==> config.mk <==
export PLATFORM = sky130hd
export DESIGN_NAME = color_calibration_register_bank
export DESIGN_NICKNAME = d
export VERILOG_FILES = /design/src/common/cal_bank_pkg.sv /design/src/rtl/color_calibration_register_bank.sv
export SDC_FILE = /design/constraint.sdc
export NUM_CORES = 2
export LEC_CHECK = 0
export BUFFER_PORTS_ARGS = -buffer_cell sky130_fd_sc_hd__buf_4
export CAP_MARGIN = 20
export CORE_MARGIN = 5
export CORE_UTILIZATION = 25
export DETAILED_ROUTE_END_ITERATION = 16
export GPL_TIMING_DRIVEN = 0
export HOLD_SLACK_MARGIN = 0.12
export PLACE_DENSITY_LB_ADDON = 0.1
export RECOVER_POWER = 50
export SETUP_SLACK_MARGIN = 0.5
export SYNTH_ARGS = -nofsm -noshare
export SYNTH_HDL_FRONTEND = slang
export SYNTH_SLANG_ARGS = --single-unit
==> constraint.sdc <==
create_clock -name pclk -period 4 [get_ports pclk]
set_input_delay 1 -clock pclk [delete_from_list [all_inputs] [get_ports pclk]]
set_output_delay 1 -clock pclk [all_outputs]
set_load 0.01 [all_outputs]
==> src/common/cal_bank_pkg.sv <==
// constants and types of the colour calibration register bank
package cal_bank_pkg;
   // ----------------------------------------
   // register indices (byte address = 4 * index)
   // ----------------------------------------
   localparam logic [6:0] IDX_CFG_LAST = 7'h5f;
   localparam logic [6:0] IDX_DITHER = 7'h5d;
   localparam logic [6:0] IDX_OFS_DLY = 7'h5e;
   localparam logic [6:0] IDX_CHK_EN = 7'h46;
   localparam logic [6:0] IDX_COMM_TAG = 7'h66;
   localparam logic [6:0] IDX_CH1_TRIM = 7'h77;
   localparam logic [6:0] IDX_CH2_TRIM = 7'h78;
   localparam logic [6:0] IDX_SET_A_TAG = 7'h79;
   localparam logic [6:0] IDX_STATUS = 7'h7f;
   localparam int IDX_W = 7;
   localparam int NUM_REGS = 128;
   // ----------------------------------------
   // field layout
   // ----------------------------------------
   localparam int CHK_EN_BIT = 0;
   localparam int SET_A_BIT = 7;
   localparam int TRIM_MSB = 5;
   localparam logic [7:0] MASK_FULL = 8'hff;
   localparam logic [7:0] MASK_CH1 = 8'hbf;
   localparam logic [7:0] MASK_CH2 = 8'h3f;
   localparam logic [7:0] MASK_NONE = 8'h00;
   localparam logic [7:0] REG_RESET = 8'h00;
   localparam logic [7:0] CRC_INIT = 8'h00;
   localparam logic [7:0] CRC_POLY_DEF = 8'h07;
   // ----------------------------------------
   // gain: q1.10, step 5/1024 is about 0.00488
   // ----------------------------------------
   localparam int GAIN_W = 12;
   localparam logic signed [11:0] GAIN_ONE = 12'sh400;
   localparam logic signed [11:0] TRIM_STEP = 12'sh005;
   // ----------------------------------------
   // types
   // ----------------------------------------
   typedef enum logic [2:0] {
      ST_CFG = 3'b001,
      ST_SET_A = 3'b010,
      ST_LATCH = 3'b100
   } scan_state_t;
   typedef struct packed {
      logic [GAIN_W-1:0] ch1;
      logic [GAIN_W-1:0] ch2;
   } gain_pair_t;
   typedef struct packed {
      logic set_a_active;
      logic set_a_ok;
      logic cfg_ok;
   } check_status_t;
endpackage

==> src/rtl/color_calibration_register_bank.sv <==
// apb register bank with configuration check and channel trim gains
//
// Local design decision: register access over APB.
`timescale 1ns/100ps

// Function
// - config tag checked only when enable bit set
// - config tag equals crc of locations 0..95
// - crc covers factory reserved bytes too
// - channel-one bit seven selects trim set a
// - channel-one low six bits signed trim
// - channel-one gain one plus trim times 0.00488
// - channel-two low six bits signed trim
// - channel-two gain one plus trim times 0.00488
// - set a tag is crc of 119,120
module color_calibration_register_bank #(
   parameter int ADDR_W = 12,
   parameter logic [7:0] CRC_POLY = cal_bank_pkg::CRC_POLY_DEF
) (
   input wire logic pclk,
   input wire logic presetn,
   input wire logic psel,
   input wire logic penable,
   input wire logic pwrite,
   input wire logic [ADDR_W-1:0] paddr,
   input wire logic [31:0] pwdata,
   output logic [31:0] prdata,
   output logic pready,
   output logic pslverr,
   output cal_bank_pkg::gain_pair_t gain,
   output cal_bank_pkg::check_status_t status
);

   // ----------------------------------------
   // elaboration checks
   // ----------------------------------------
   if (ADDR_W < cal_bank_pkg::IDX_W + 2) begin : g_bad_addr
      $error("address bus too narrow for the register map");
   end

   // paddr is a byte address inside a 32-bit apb space
   if (ADDR_W > 32) begin : g_wide_addr
      $error("address bus wider than the apb address space");
   end

   // an even polynomial never folds back into bit zero
   if (CRC_POLY[0] == 1'b0) begin : g_even_poly
      $error("crc polynomial needs its lowest bit set");
   end

   // ----------------------------------------
   // decode functions
   // ----------------------------------------
   function automatic logic [7:0] wmask(input logic [6:0] idx);
      logic [7:0] m;
      m = cal_bank_pkg::MASK_NONE;
      if (idx <= cal_bank_pkg::IDX_CFG_LAST) begin
         m = cal_bank_pkg::MASK_FULL;
      end else if (idx == cal_bank_pkg::IDX_COMM_TAG) begin
         m = cal_bank_pkg::MASK_FULL;
      end else if (idx == cal_bank_pkg::IDX_CH1_TRIM) begin
         m = cal_bank_pkg::MASK_CH1;
      end else if (idx == cal_bank_pkg::IDX_CH2_TRIM) begin
         m = cal_bank_pkg::MASK_CH2;
      end else if (idx == cal_bank_pkg::IDX_SET_A_TAG) begin
         m = cal_bank_pkg::MASK_FULL;
      end
      return m;
   endfunction

   function automatic logic [7:0] crc_byte(
      input logic [7:0] crc,
      input logic [7:0] data,
      input logic [7:0] poly
   );
      logic [7:0] c;
      c = crc ^ data;
      for (int i = 0; i < 8; i++) begin
         c = c[7] ? ((c << 1) ^ poly) : (c << 1);
      end
      return c;
   endfunction

   function automatic logic [11:0] trim_gain(input logic [5:0] t);
      logic signed [11:0] ext;
      logic signed [11:0] prod;
      ext = {{6{t[cal_bank_pkg::TRIM_MSB]}}, t};
      prod = 12'(ext * cal_bank_pkg::TRIM_STEP);
      return 12'(cal_bank_pkg::GAIN_ONE + prod);
   endfunction

   // ----------------------------------------
   // apb decode
   // ----------------------------------------
   wire logic [6:0] idx = paddr[8:2];
   wire logic high_bits_set;
   wire logic lane_bits_set = |paddr[1:0];
   wire logic [7:0] idx_mask = wmask(idx);
   wire logic is_status = (idx == cal_bank_pkg::IDX_STATUS);
   wire logic mapped = (idx_mask != cal_bank_pkg::MASK_NONE) | is_status;
   wire logic addr_err = high_bits_set | lane_bits_set | ~mapped;
   wire logic setup = psel & ~penable;
   wire logic access = psel & penable & pready;
   wire logic wr_go = access & pwrite & ~pslverr;

   if (ADDR_W > cal_bank_pkg::IDX_W + 2) begin : g_high
      assign high_bits_set = |paddr[ADDR_W-1:cal_bank_pkg::IDX_W+2];
   end else begin : g_nohigh
      assign high_bits_set = 1'b0;
   end

   // ----------------------------------------
   // register storage
   // ----------------------------------------
   logic [7:0] regs_q [cal_bank_pkg::NUM_REGS];

   // unmapped slots keep their reset constant and fold away in synthesis
   for (genvar g = 0; g < cal_bank_pkg::NUM_REGS; g++) begin : g_reg
      localparam logic [7:0] M = wmask(7'(g));
      wire logic hit = wr_go & (idx == 7'(g));
      wire logic [7:0] nxt = hit ? (pwdata[7:0] & M) : regs_q[g];
      always_ff @(posedge pclk or negedge presetn) begin
         if (!presetn) begin
            regs_q[g] <= cal_bank_pkg::REG_RESET;
         end else begin
            regs_q[g] <= nxt;
         end
      end
   end

   // ----------------------------------------
   // field views
   // ----------------------------------------
   wire logic [7:0] ch1_reg = regs_q[cal_bank_pkg::IDX_CH1_TRIM];
   wire logic [7:0] ch2_reg = regs_q[cal_bank_pkg::IDX_CH2_TRIM];
   wire logic [7:0] comm_tag = regs_q[cal_bank_pkg::IDX_COMM_TAG];
   wire logic [7:0] set_a_tag = regs_q[cal_bank_pkg::IDX_SET_A_TAG];
   wire logic [7:0] chk_reg = regs_q[cal_bank_pkg::IDX_CHK_EN];
   wire logic chk_en = chk_reg[cal_bank_pkg::CHK_EN_BIT];
   wire logic set_a_sel = ch1_reg[cal_bank_pkg::SET_A_BIT];
   wire logic [5:0] ch1_trim = ch1_reg[cal_bank_pkg::TRIM_MSB:0];
   wire logic [5:0] ch2_trim = ch2_reg[cal_bank_pkg::TRIM_MSB:0];

   // ----------------------------------------
   // background crc scan
   // ----------------------------------------
   // a full sweep takes 99 cycles, so a new write is reflected in the
   // status within two sweeps; the gains need a clean last set a check but take new trim bytes at once.
   cal_bank_pkg::scan_state_t state_q, state_d;
   logic [6:0] scan_q, scan_d;
   logic [7:0] crc_cfg_q, crc_cfg_d;
   logic [7:0] crc_a_q, crc_a_d;
   logic cfg_ok_q, cfg_ok_d;
   logic a_ok_q, a_ok_d;

   wire logic [7:0] scan_byte = regs_q[scan_q];
   wire logic [7:0] crc_cfg_nxt = crc_byte(crc_cfg_q, scan_byte, CRC_POLY);
   wire logic [7:0] crc_a_nxt = crc_byte(crc_a_q, scan_byte, CRC_POLY);
   wire logic cfg_end = (scan_q == cal_bank_pkg::IDX_CFG_LAST);
   wire logic a_end = (scan_q == cal_bank_pkg::IDX_CH2_TRIM);
   wire logic cfg_match = (crc_cfg_q == comm_tag);
   wire logic a_match = (crc_a_q == set_a_tag);

   always_comb begin
      state_d = state_q;
      scan_d = scan_q;
      crc_cfg_d = crc_cfg_q;
      crc_a_d = crc_a_q;
      cfg_ok_d = cfg_ok_q;
      a_ok_d = a_ok_q;
      unique case (state_q)
         cal_bank_pkg::ST_CFG: begin
            crc_cfg_d = crc_cfg_nxt;
            scan_d = 7'(scan_q + 7'h01);
            if (cfg_end) begin
               state_d = cal_bank_pkg::ST_SET_A;
               scan_d = cal_bank_pkg::IDX_CH1_TRIM;
            end
         end
         cal_bank_pkg::ST_SET_A: begin
            // crc over the two trim bytes
            crc_a_d = crc_a_nxt;
            scan_d = 7'(scan_q + 7'h01);
            if (a_end) begin
               state_d = cal_bank_pkg::ST_LATCH;
            end
         end
         cal_bank_pkg::ST_LATCH: begin
            cfg_ok_d = ~chk_en | cfg_match;
            a_ok_d = a_match;
            crc_cfg_d = cal_bank_pkg::CRC_INIT;
            crc_a_d = cal_bank_pkg::CRC_INIT;
            scan_d = 7'h00;
            state_d = cal_bank_pkg::ST_CFG;
         end
         default: begin
            state_d = cal_bank_pkg::ST_LATCH;
         end
      endcase
   end

   always_ff @(posedge pclk or negedge presetn) begin
      if (!presetn) begin
         state_q <= cal_bank_pkg::ST_CFG;
         scan_q <= 7'h00;
         crc_cfg_q <= cal_bank_pkg::CRC_INIT;
         crc_a_q <= cal_bank_pkg::CRC_INIT;
         cfg_ok_q <= 1'b0;
         a_ok_q <= 1'b0;
      end else begin
         state_q <= state_d;
         scan_q <= scan_d;
         crc_cfg_q <= crc_cfg_d;
         crc_a_q <= crc_a_d;
         cfg_ok_q <= cfg_ok_d;
         a_ok_q <= a_ok_d;
      end
   end

   // ----------------------------------------
   // channel gains
   // ----------------------------------------
   // set a is used only while selected and its tag matches
   wire logic use_a = set_a_sel & a_ok_q;
   wire logic [11:0] ch1_gain_d = use_a ? trim_gain(ch1_trim)
                                        : 12'(cal_bank_pkg::GAIN_ONE);
   wire logic [11:0] ch2_gain_d = use_a ? trim_gain(ch2_trim)
                                        : 12'(cal_bank_pkg::GAIN_ONE);
   wire cal_bank_pkg::gain_pair_t gain_d = {ch1_gain_d, ch2_gain_d};
   wire cal_bank_pkg::check_status_t status_d = {use_a, a_ok_q, cfg_ok_q};
   cal_bank_pkg::gain_pair_t gain_q;
   cal_bank_pkg::check_status_t status_q;

   // unity gain out of reset, so the channels start untrimmed
   always_ff @(posedge pclk or negedge presetn) begin
      if (!presetn) begin
         gain_q <= '{ch1: cal_bank_pkg::GAIN_ONE, ch2: cal_bank_pkg::GAIN_ONE};
      end else begin
         gain_q <= gain_d;
      end
   end

   always_ff @(posedge pclk or negedge presetn) begin
      if (!presetn) begin
         status_q <= '0;
      end else begin
         status_q <= status_d;
      end
   end

   // ----------------------------------------
   // apb response
   // ----------------------------------------
   // no wait state, yet read data and the error flag leave flip-flops
   // reserved bits read zero
   wire logic [7:0] reg_byte = regs_q[idx] & idx_mask;
   wire logic [7:0] rd_byte = is_status ? {5'h00, status_q} : reg_byte;
   wire logic rd_go = setup & ~pwrite & ~addr_err;
   wire logic [31:0] prdata_d = rd_go ? {24'h00_0000, rd_byte} : 32'h0000_0000;
   wire logic pslverr_d = setup & (addr_err | (pwrite & is_status));
   logic [31:0] prdata_q;
   logic pready_q;
   logic pslverr_q;

   always_ff @(posedge pclk or negedge presetn) begin
      if (!presetn) begin
         prdata_q <= 32'h0000_0000;
      end else begin
         prdata_q <= prdata_d;
      end
   end

   // ready answers every setup cycle after exactly one cycle
   always_ff @(posedge pclk or negedge presetn) begin
      if (!presetn) begin
         pready_q <= 1'b0;
      end else begin
         pready_q <= setup;
      end
   end

   always_ff @(posedge pclk or negedge presetn) begin
      if (!presetn) begin
         pslverr_q <= 1'b0;
      end else begin
         pslverr_q <= pslverr_d;
      end
   end

   assign prdata = prdata_q;
   assign pready = pready_q;
   assign pslverr = pslverr_q;
   assign gain = gain_q;
   assign status = status_q;

endmodule

# == After elaboration in Yosys (flattened, before gate mapping) ==
# Index checks and enable logic that the tools add are counted.
# totals
ff_bits,886
out_inout_bits,61
elab_cells,419
# classes
n_bitwise,142
multipliers,2
reduce_logical,8
magnitude_cmp,3
addsub,3
n_mux,38
n_eq_ne,109
# op_table
operator,n
"equality test 7 bit, second input constant",39
"equality test 7 x 6 -> 1 bit, second input constant",32
binary-select mux 8 bit (select 7 bit),2
"equality test 7 x 5 -> 1 bit, second input constant",16
AND 1 bit,110
2-to-1 mux 8 bit,11
"equality test 7 x 4 -> 1 bit, second input constant",8
2-to-1 mux 3 bit,18
NOT 3 bit,16
one-hot mux 8 bit (2 select lines),2
"equality test 7 x 3 -> 1 bit, second input constant",4
"adder 12 bit, first input constant",2
2-to-1 mux 12 bit,2
one-hot mux 7 bit (3 select lines),1
"multiplier 6 x 4 -> 10 bit, second input constant",2
equality test 8 bit,2
"greater-or-equal comparator 8 bit, second input constant",2
NOT 7 -> 8 bit,2
XOR 8 bit,2
"equality test 7 x 2 -> 1 bit, second input constant",2
one-hot mux 3 bit (3 select lines),1
AND 8 bit,1
nonzero test 8 bit,1
"adder 7 x 1 -> 7 bit, second input constant",1
15 further kinds,26

# == Longest topological paths before layout ==
# logic_depth
word_depth,22
mapped_depth,16
depth_no_buf,10

# == Worst setup path after synthesis ==
# OpenSTA, ideal clock, no wires.
# synth_timing
path_type,in2reg
start,input port paddr[2]
end,"register prdata_q[1], in the netlist prdata[1]"
n_path_buf,3
arrival_time_ps,3587
path_slack_ps,287
cell_stages,9
t_required_ps,3874
cell_sequence,clkbuf_1 > buf_2 > buf_1 > mux4_2 > mux4_2 > a22oi_1 > nand4_1 > o21ai_0 > a21oi_1
# synth_via
elab_chain_cells,13
word_cells_on_any_way,24
classes_between,1 x order compare; 5 x eq/ne; 10 x mux; 7 x bitwise; 1 x reduce/logical
# synth_rtl
element,line_no,rtl
"start, declared",color_calibration_register_bank.sv:25,"input wire logic [ADDR_W-1:0] paddr,"
equality test 7 bit,color_calibration_register_bank.sv:65,end else if (idx == cal_bank_pkg::IDX_SET_A_TAG) begin
2-to-1 mux 8 bit,color_calibration_register_bank.sv:65,
2-to-1 mux 8 bit,color_calibration_register_bank.sv:63,end else if (idx == cal_bank_pkg::IDX_CH2_TRIM) begin
2-to-1 mux 8 bit,color_calibration_register_bank.sv:61,end else if (idx == cal_bank_pkg::IDX_CH1_TRIM) begin
2-to-1 mux 8 bit,color_calibration_register_bank.sv:59,end else if (idx == cal_bank_pkg::IDX_COMM_TAG) begin
2-to-1 mux 8 bit,color_calibration_register_bank.sv:57,if (idx <= cal_bank_pkg::IDX_CFG_LAST) begin
nonzero test 8 bit,color_calibration_register_bank.sv:100,wire logic mapped = (idx_mask != cal_bank_pkg::MASK_NONE) | is_status;
bitwise OR 1 bit,color_calibration_register_bank.sv:100,
NOT 1 bit,color_calibration_register_bank.sv:101,wire logic addr_err = high_bits_set | lane_bits_set | ~mapped;
bitwise OR 1 bit,color_calibration_register_bank.sv:101,
NOT 1 bit,color_calibration_register_bank.sv:258,wire logic rd_go = setup & ~pwrite & ~addr_err;
AND 1 bit,color_calibration_register_bank.sv:258,
2-to-1 mux 8 bit (*),color_calibration_register_bank.sv:259,"wire logic [31:0] prdata_d = rd_go ? {24'h00_0000, rd_byte} : 32'h0000_0000;"
via prdata_d[1],color_calibration_register_bank.sv:259,
"end signal, assigned",color_calibration_register_bank.sv:269,prdata_q <= prdata_d;
"end, declared",color_calibration_register_bank.sv:261,logic [31:0] prdata_q;
# The timed path passes the listed nets; every way through them passes the cells marked *. The select of a mux whose other input is x is not followed.
# A chain may end at the register's enable or synchronous reset.

# == Worst setup path in the final report ==
# layout_timing
start,register scan_q[4]
end,register crc_a_q[1]
# layout_via
elab_chain_cells,11
word_cells_on_any_way,13
classes_between,8 x mux; 5 x bitwise
# layout_rtl
element,line_no,rtl
"start, declared",color_calibration_register_bank.sv:150,"logic [6:0] scan_q, scan_d;"
"start signal, assigned",color_calibration_register_bank.sv:212,scan_q <= scan_d;
NOT 7 -> 8 bit (implied by the code) (*),color_calibration_register_bank.sv:156,wire logic [7:0] scan_byte = regs_q[scan_q];
binary-select mux 8 bit (select 7 bit) (*),color_calibration_register_bank.sv:156,
2-to-1 mux 8 bit (implied by the code) (*) (2 in series),color_calibration_register_bank.sv:156,
XOR 8 bit (*),color_calibration_register_bank.sv:77,c = crc ^ data;
NOT 3 bit (no source line),-,
2-to-1 mux 3 bit,color_calibration_register_bank.sv:79,c = c[7] ? ((c << 1) ^ poly) : (c << 1);
2-to-1 mux 3 bit / NOT 3 bit (equally long branches),-,
NOT 3 bit (no source line) / 2-to-1 mux 3 bit (equally long branches),-,
2-to-1 mux 3 bit (*),color_calibration_register_bank.sv:79,
one-hot mux 8 bit (2 select lines) (*),color_calibration_register_bank.sv:171,unique case (state_q)
"end signal, assigned",color_calibration_register_bank.sv:207,crc_a_q <= cal_bank_pkg::CRC_INIT;
"end signal, assigned",color_calibration_register_bank.sv:214,crc_a_q <= crc_a_d;
"end, declared",color_calibration_register_bank.sv:152,"logic [7:0] crc_a_q, crc_a_d;"
# Every way passes the cells marked *; elsewhere a longest branch is shown, timed or not. The select of a mux whose other input is x is not followed.

==> run summary <==
DRT iter0 DRCs - 3819
Rows - 159
crit path time final - 3.99 ns
vias in the first global route - 34500
maximum number of pins on one net before global-route repair - 103
CTS Sinks - 860
FF+latch count, synth - 860
clock slew at reported path FFs - 0.07 ns
Initial Util - 0.251
hpwl dp - 183000 microns
leakage power - 27.3 nW
most common cell after layout, fill and taps aside - dfrtp_1
Routed WL - 255000 microns
ys async rst share - 1.00
Final WS setup - 0.0123 ns
Pre-Repair DR Iteration Count - 7
number of buffers added on ports - 51
CTS root buf - clkbuf_16
CTS H-tree lvls - 3
share of layout cells above drive strength 1 - 0.542
Tot GR Track Use - 0.253
Final Max Slew Viols - 230
CP required - 4.64 ns
GPL Wtd Cong - 0.942
CP arrival - 4.62 ns
pwr dens - 351 mW/mm^2
r2r endpoint - crc_a_q[1]
Post-synth EDFFs - 0
setup slack, reg-to-reg - 0.01 ns
Clock Latency Late Sink - 0.76 ns
post-synthesis cell type count - 96
nature of the critical path startpoint - flip-flop
met2 Usage GRT - 0.391
actual transition at the worst max-transition pin - 1.97 ns
CP max FO - 10
Post-Syn Instances - 3250
FF-to-FF path depth - 14
status - complete, but fails checks
critical path type - reg2reg
die width - 444 microns
total core area - 0.188 sq mm
initial antenna violation count - 29
Synth Flop Type - dfrtp_1
boundary pin count - 110
crit-path max cell delay - 0.52 ns
register area share after synthesis - 0.457
synthesis-to-finish area growth - 27.6%
Worst Hold Class - in2async
Die Ht - 444 microns
reg2reg start - scan_q[4]
total power - 0.0211 W
Slew HR - -0.314
TritonCTS Buffers - 108
DRC Markers - 0
post-route ant nets - 0
Final Cycle Share - 0.997
synthesized area - 0.0471 sq mm
worst slack, placed - -2.53 ns
clock buffer depth - 3
slowest cell on the critical path - clkbuf_2
failing checks - max-capacitance violations, max-slew violations
Final Hold Viols - 0
Vias - 34400
number of flip-flops in the largest register - 760
vias per inst - 5.49
critical path endpoint category - flip-flop
f_max - 251 MHz
Max Cap Viol - 2
GRT busiest layer - met2
GR Util met1 - 0.340
Top reg by flops - regs_q
Peak VDD IR - 369 uV
layout net count - 3755
first-pass GRT wire length - 337000 microns
M3 GR Usage - 0.0502
DR WL/cell - 40.6 microns
Crit. Startpoint - scan_q[4]
most frequent cells in the layout - dfrtp_1, mux2_2, mux4_2
synthesized area per cell - 14.5 sq um
CTS tree - yes
number of setup violations in the final report - 0
Synth Warn # - 0
CP Cell Sequence - clkbuf_2 -> buf_6 -> clkbuf_4 -> o221ai_2 -> a211oi_4 -> a211oi_4 -> o32ai_4 -> xor2_4 -> buf_12 -> xnor2_4 -> buf_6 -> a21o_1 -> nand2_2 -> o31ai_2
hold_ws - 0.199 ns
total gr overflow - 0
Die Area - 0.197 sq mm
RSZ-0062 raised after global routing - yes
clk_skew - 0.0321 ns
==> cell type report <==
type                            instances  area (sq um)
Antenna cell                            8          20.0
Buffer                                296          2690
Clock buffer                          171          3280
Clock inverter                         26           360
Fill cell                           18700        127000
Inverter                               15          81.3
Multi-Input combinational cell       2104         25800
Sequential cell                       860         21500
Tap cell                             2495          3120
Timing Repair Buffer                  299          3270
==> cells by family (layout without fill, tap and decap cells) <==
kind of cell             after synthesis  in the layout  share of synthesized area
XOR/XNOR                              71             71                     0.0150
AND/OR/NAND/NOR                      405            405                     0.0405
AO/OA/AOI/OAI                        254            254                     0.0393
adder cells (fa/ha/maj)               22             22                    0.00616
buffers and inverters                311            807                     0.0355
flip-flops                           860            860                      0.457
multiplexers                        1326           1326                      0.406
other                                  1             34                  0.0000796
==> how the worst max path moves through the flow <==
stage,to,slack [ns],cells past startpoint
2_1_floorplan,prdata[7],0.51,7
3_3_place_gp,regs_q[892],-9.59,1
3_5_place_dp,crc_cfg_q[7],-2.53,14
4_1_cts,crc_cfg_q[3],0.09,13
5_1_grt,crc_cfg_q[3],-0.04,16
6_report,crc_a_q[1],0.01,14
==> synth_stat cells, drive strengths merged (10+ instances only) <==
master,count,area share
dfrtp,857,0.46
mux2,811,0.19
mux4,384,0.18
buf,149,0.022
clkbuf,146,0.012
nor2,139,0.011
mux2i,131,0.028
nand2,108,0.0086
xnor2,47,0.0092
o21ai,46,0.0049
a22oi,37,0.0060
nand3,33,0.0035
a21oi,28,0.0030
xor2,22,0.0048
nor2b,21,0.0028
a221oi,20,0.0037
ha,20,0.0053
a211oi,17,0.0027
and3,15,0.0020
o22ai,15,0.0020
and2,14,0.0019
inv,12,0.00096
nor3,12,0.0013
a21o,11,0.0018
nor4,11,0.0016
a31oi,10,0.0013
o31ai,10,0.0016
==> routing by layer <==
metal / part of all wire / wire length, microns / vias up
li1: - / - / 13400
met1: 0.42 / 107000 / 18900
met2: 0.45 / 113000 / 1675
met3: 0.072 / 18400 / 514
met4: 0.062 / 15700 / 12
met5: 0.0011 / 271 / -
==> per-stage QoR <==
stage	TNS, ns	instance area, sq um	cells	utilization
3_3_place_gp	-9577.00	50800	5821	0.271
3_5_place_dp	-1045.50	52100	5908	0.278
4_1_cts	0	59800	6244	0.319
2_1_floorplan	0	47300	3275	-
6_report	0	60100	6274	0.320
5_1_grt	-0.0397	60100	6268	0.320
==> report_power, final <==
group | internal, W | switching, W
clock | 0.00599 | 0.00429
sequential | 0.00880 | 0.0000814
combinational | 0.000700 | 0.00123
total | 0.0155 | 0.00561
==> critical path: cells and delay by family, from the launching register on <==
family	cells	cell delay, ns
xor+xnor	2	0.33
flops	1	0.45
compound gates	6	1.28
buf+inv	5	1.61
simple gates	1	0.07
==> what timing repair did <==
item | CTS | global route
cloned | 2 | 0
pin swaps | 75 | 24
resized for setup | 576 | 69
hold buffers | 0 | 0
endpoints found under the hold margin | 0 | 0
setup buffers | 137 | 21
setup endpoints to repair | 775 | 197
Note: power is estimated with default switching activity, not from simulation.
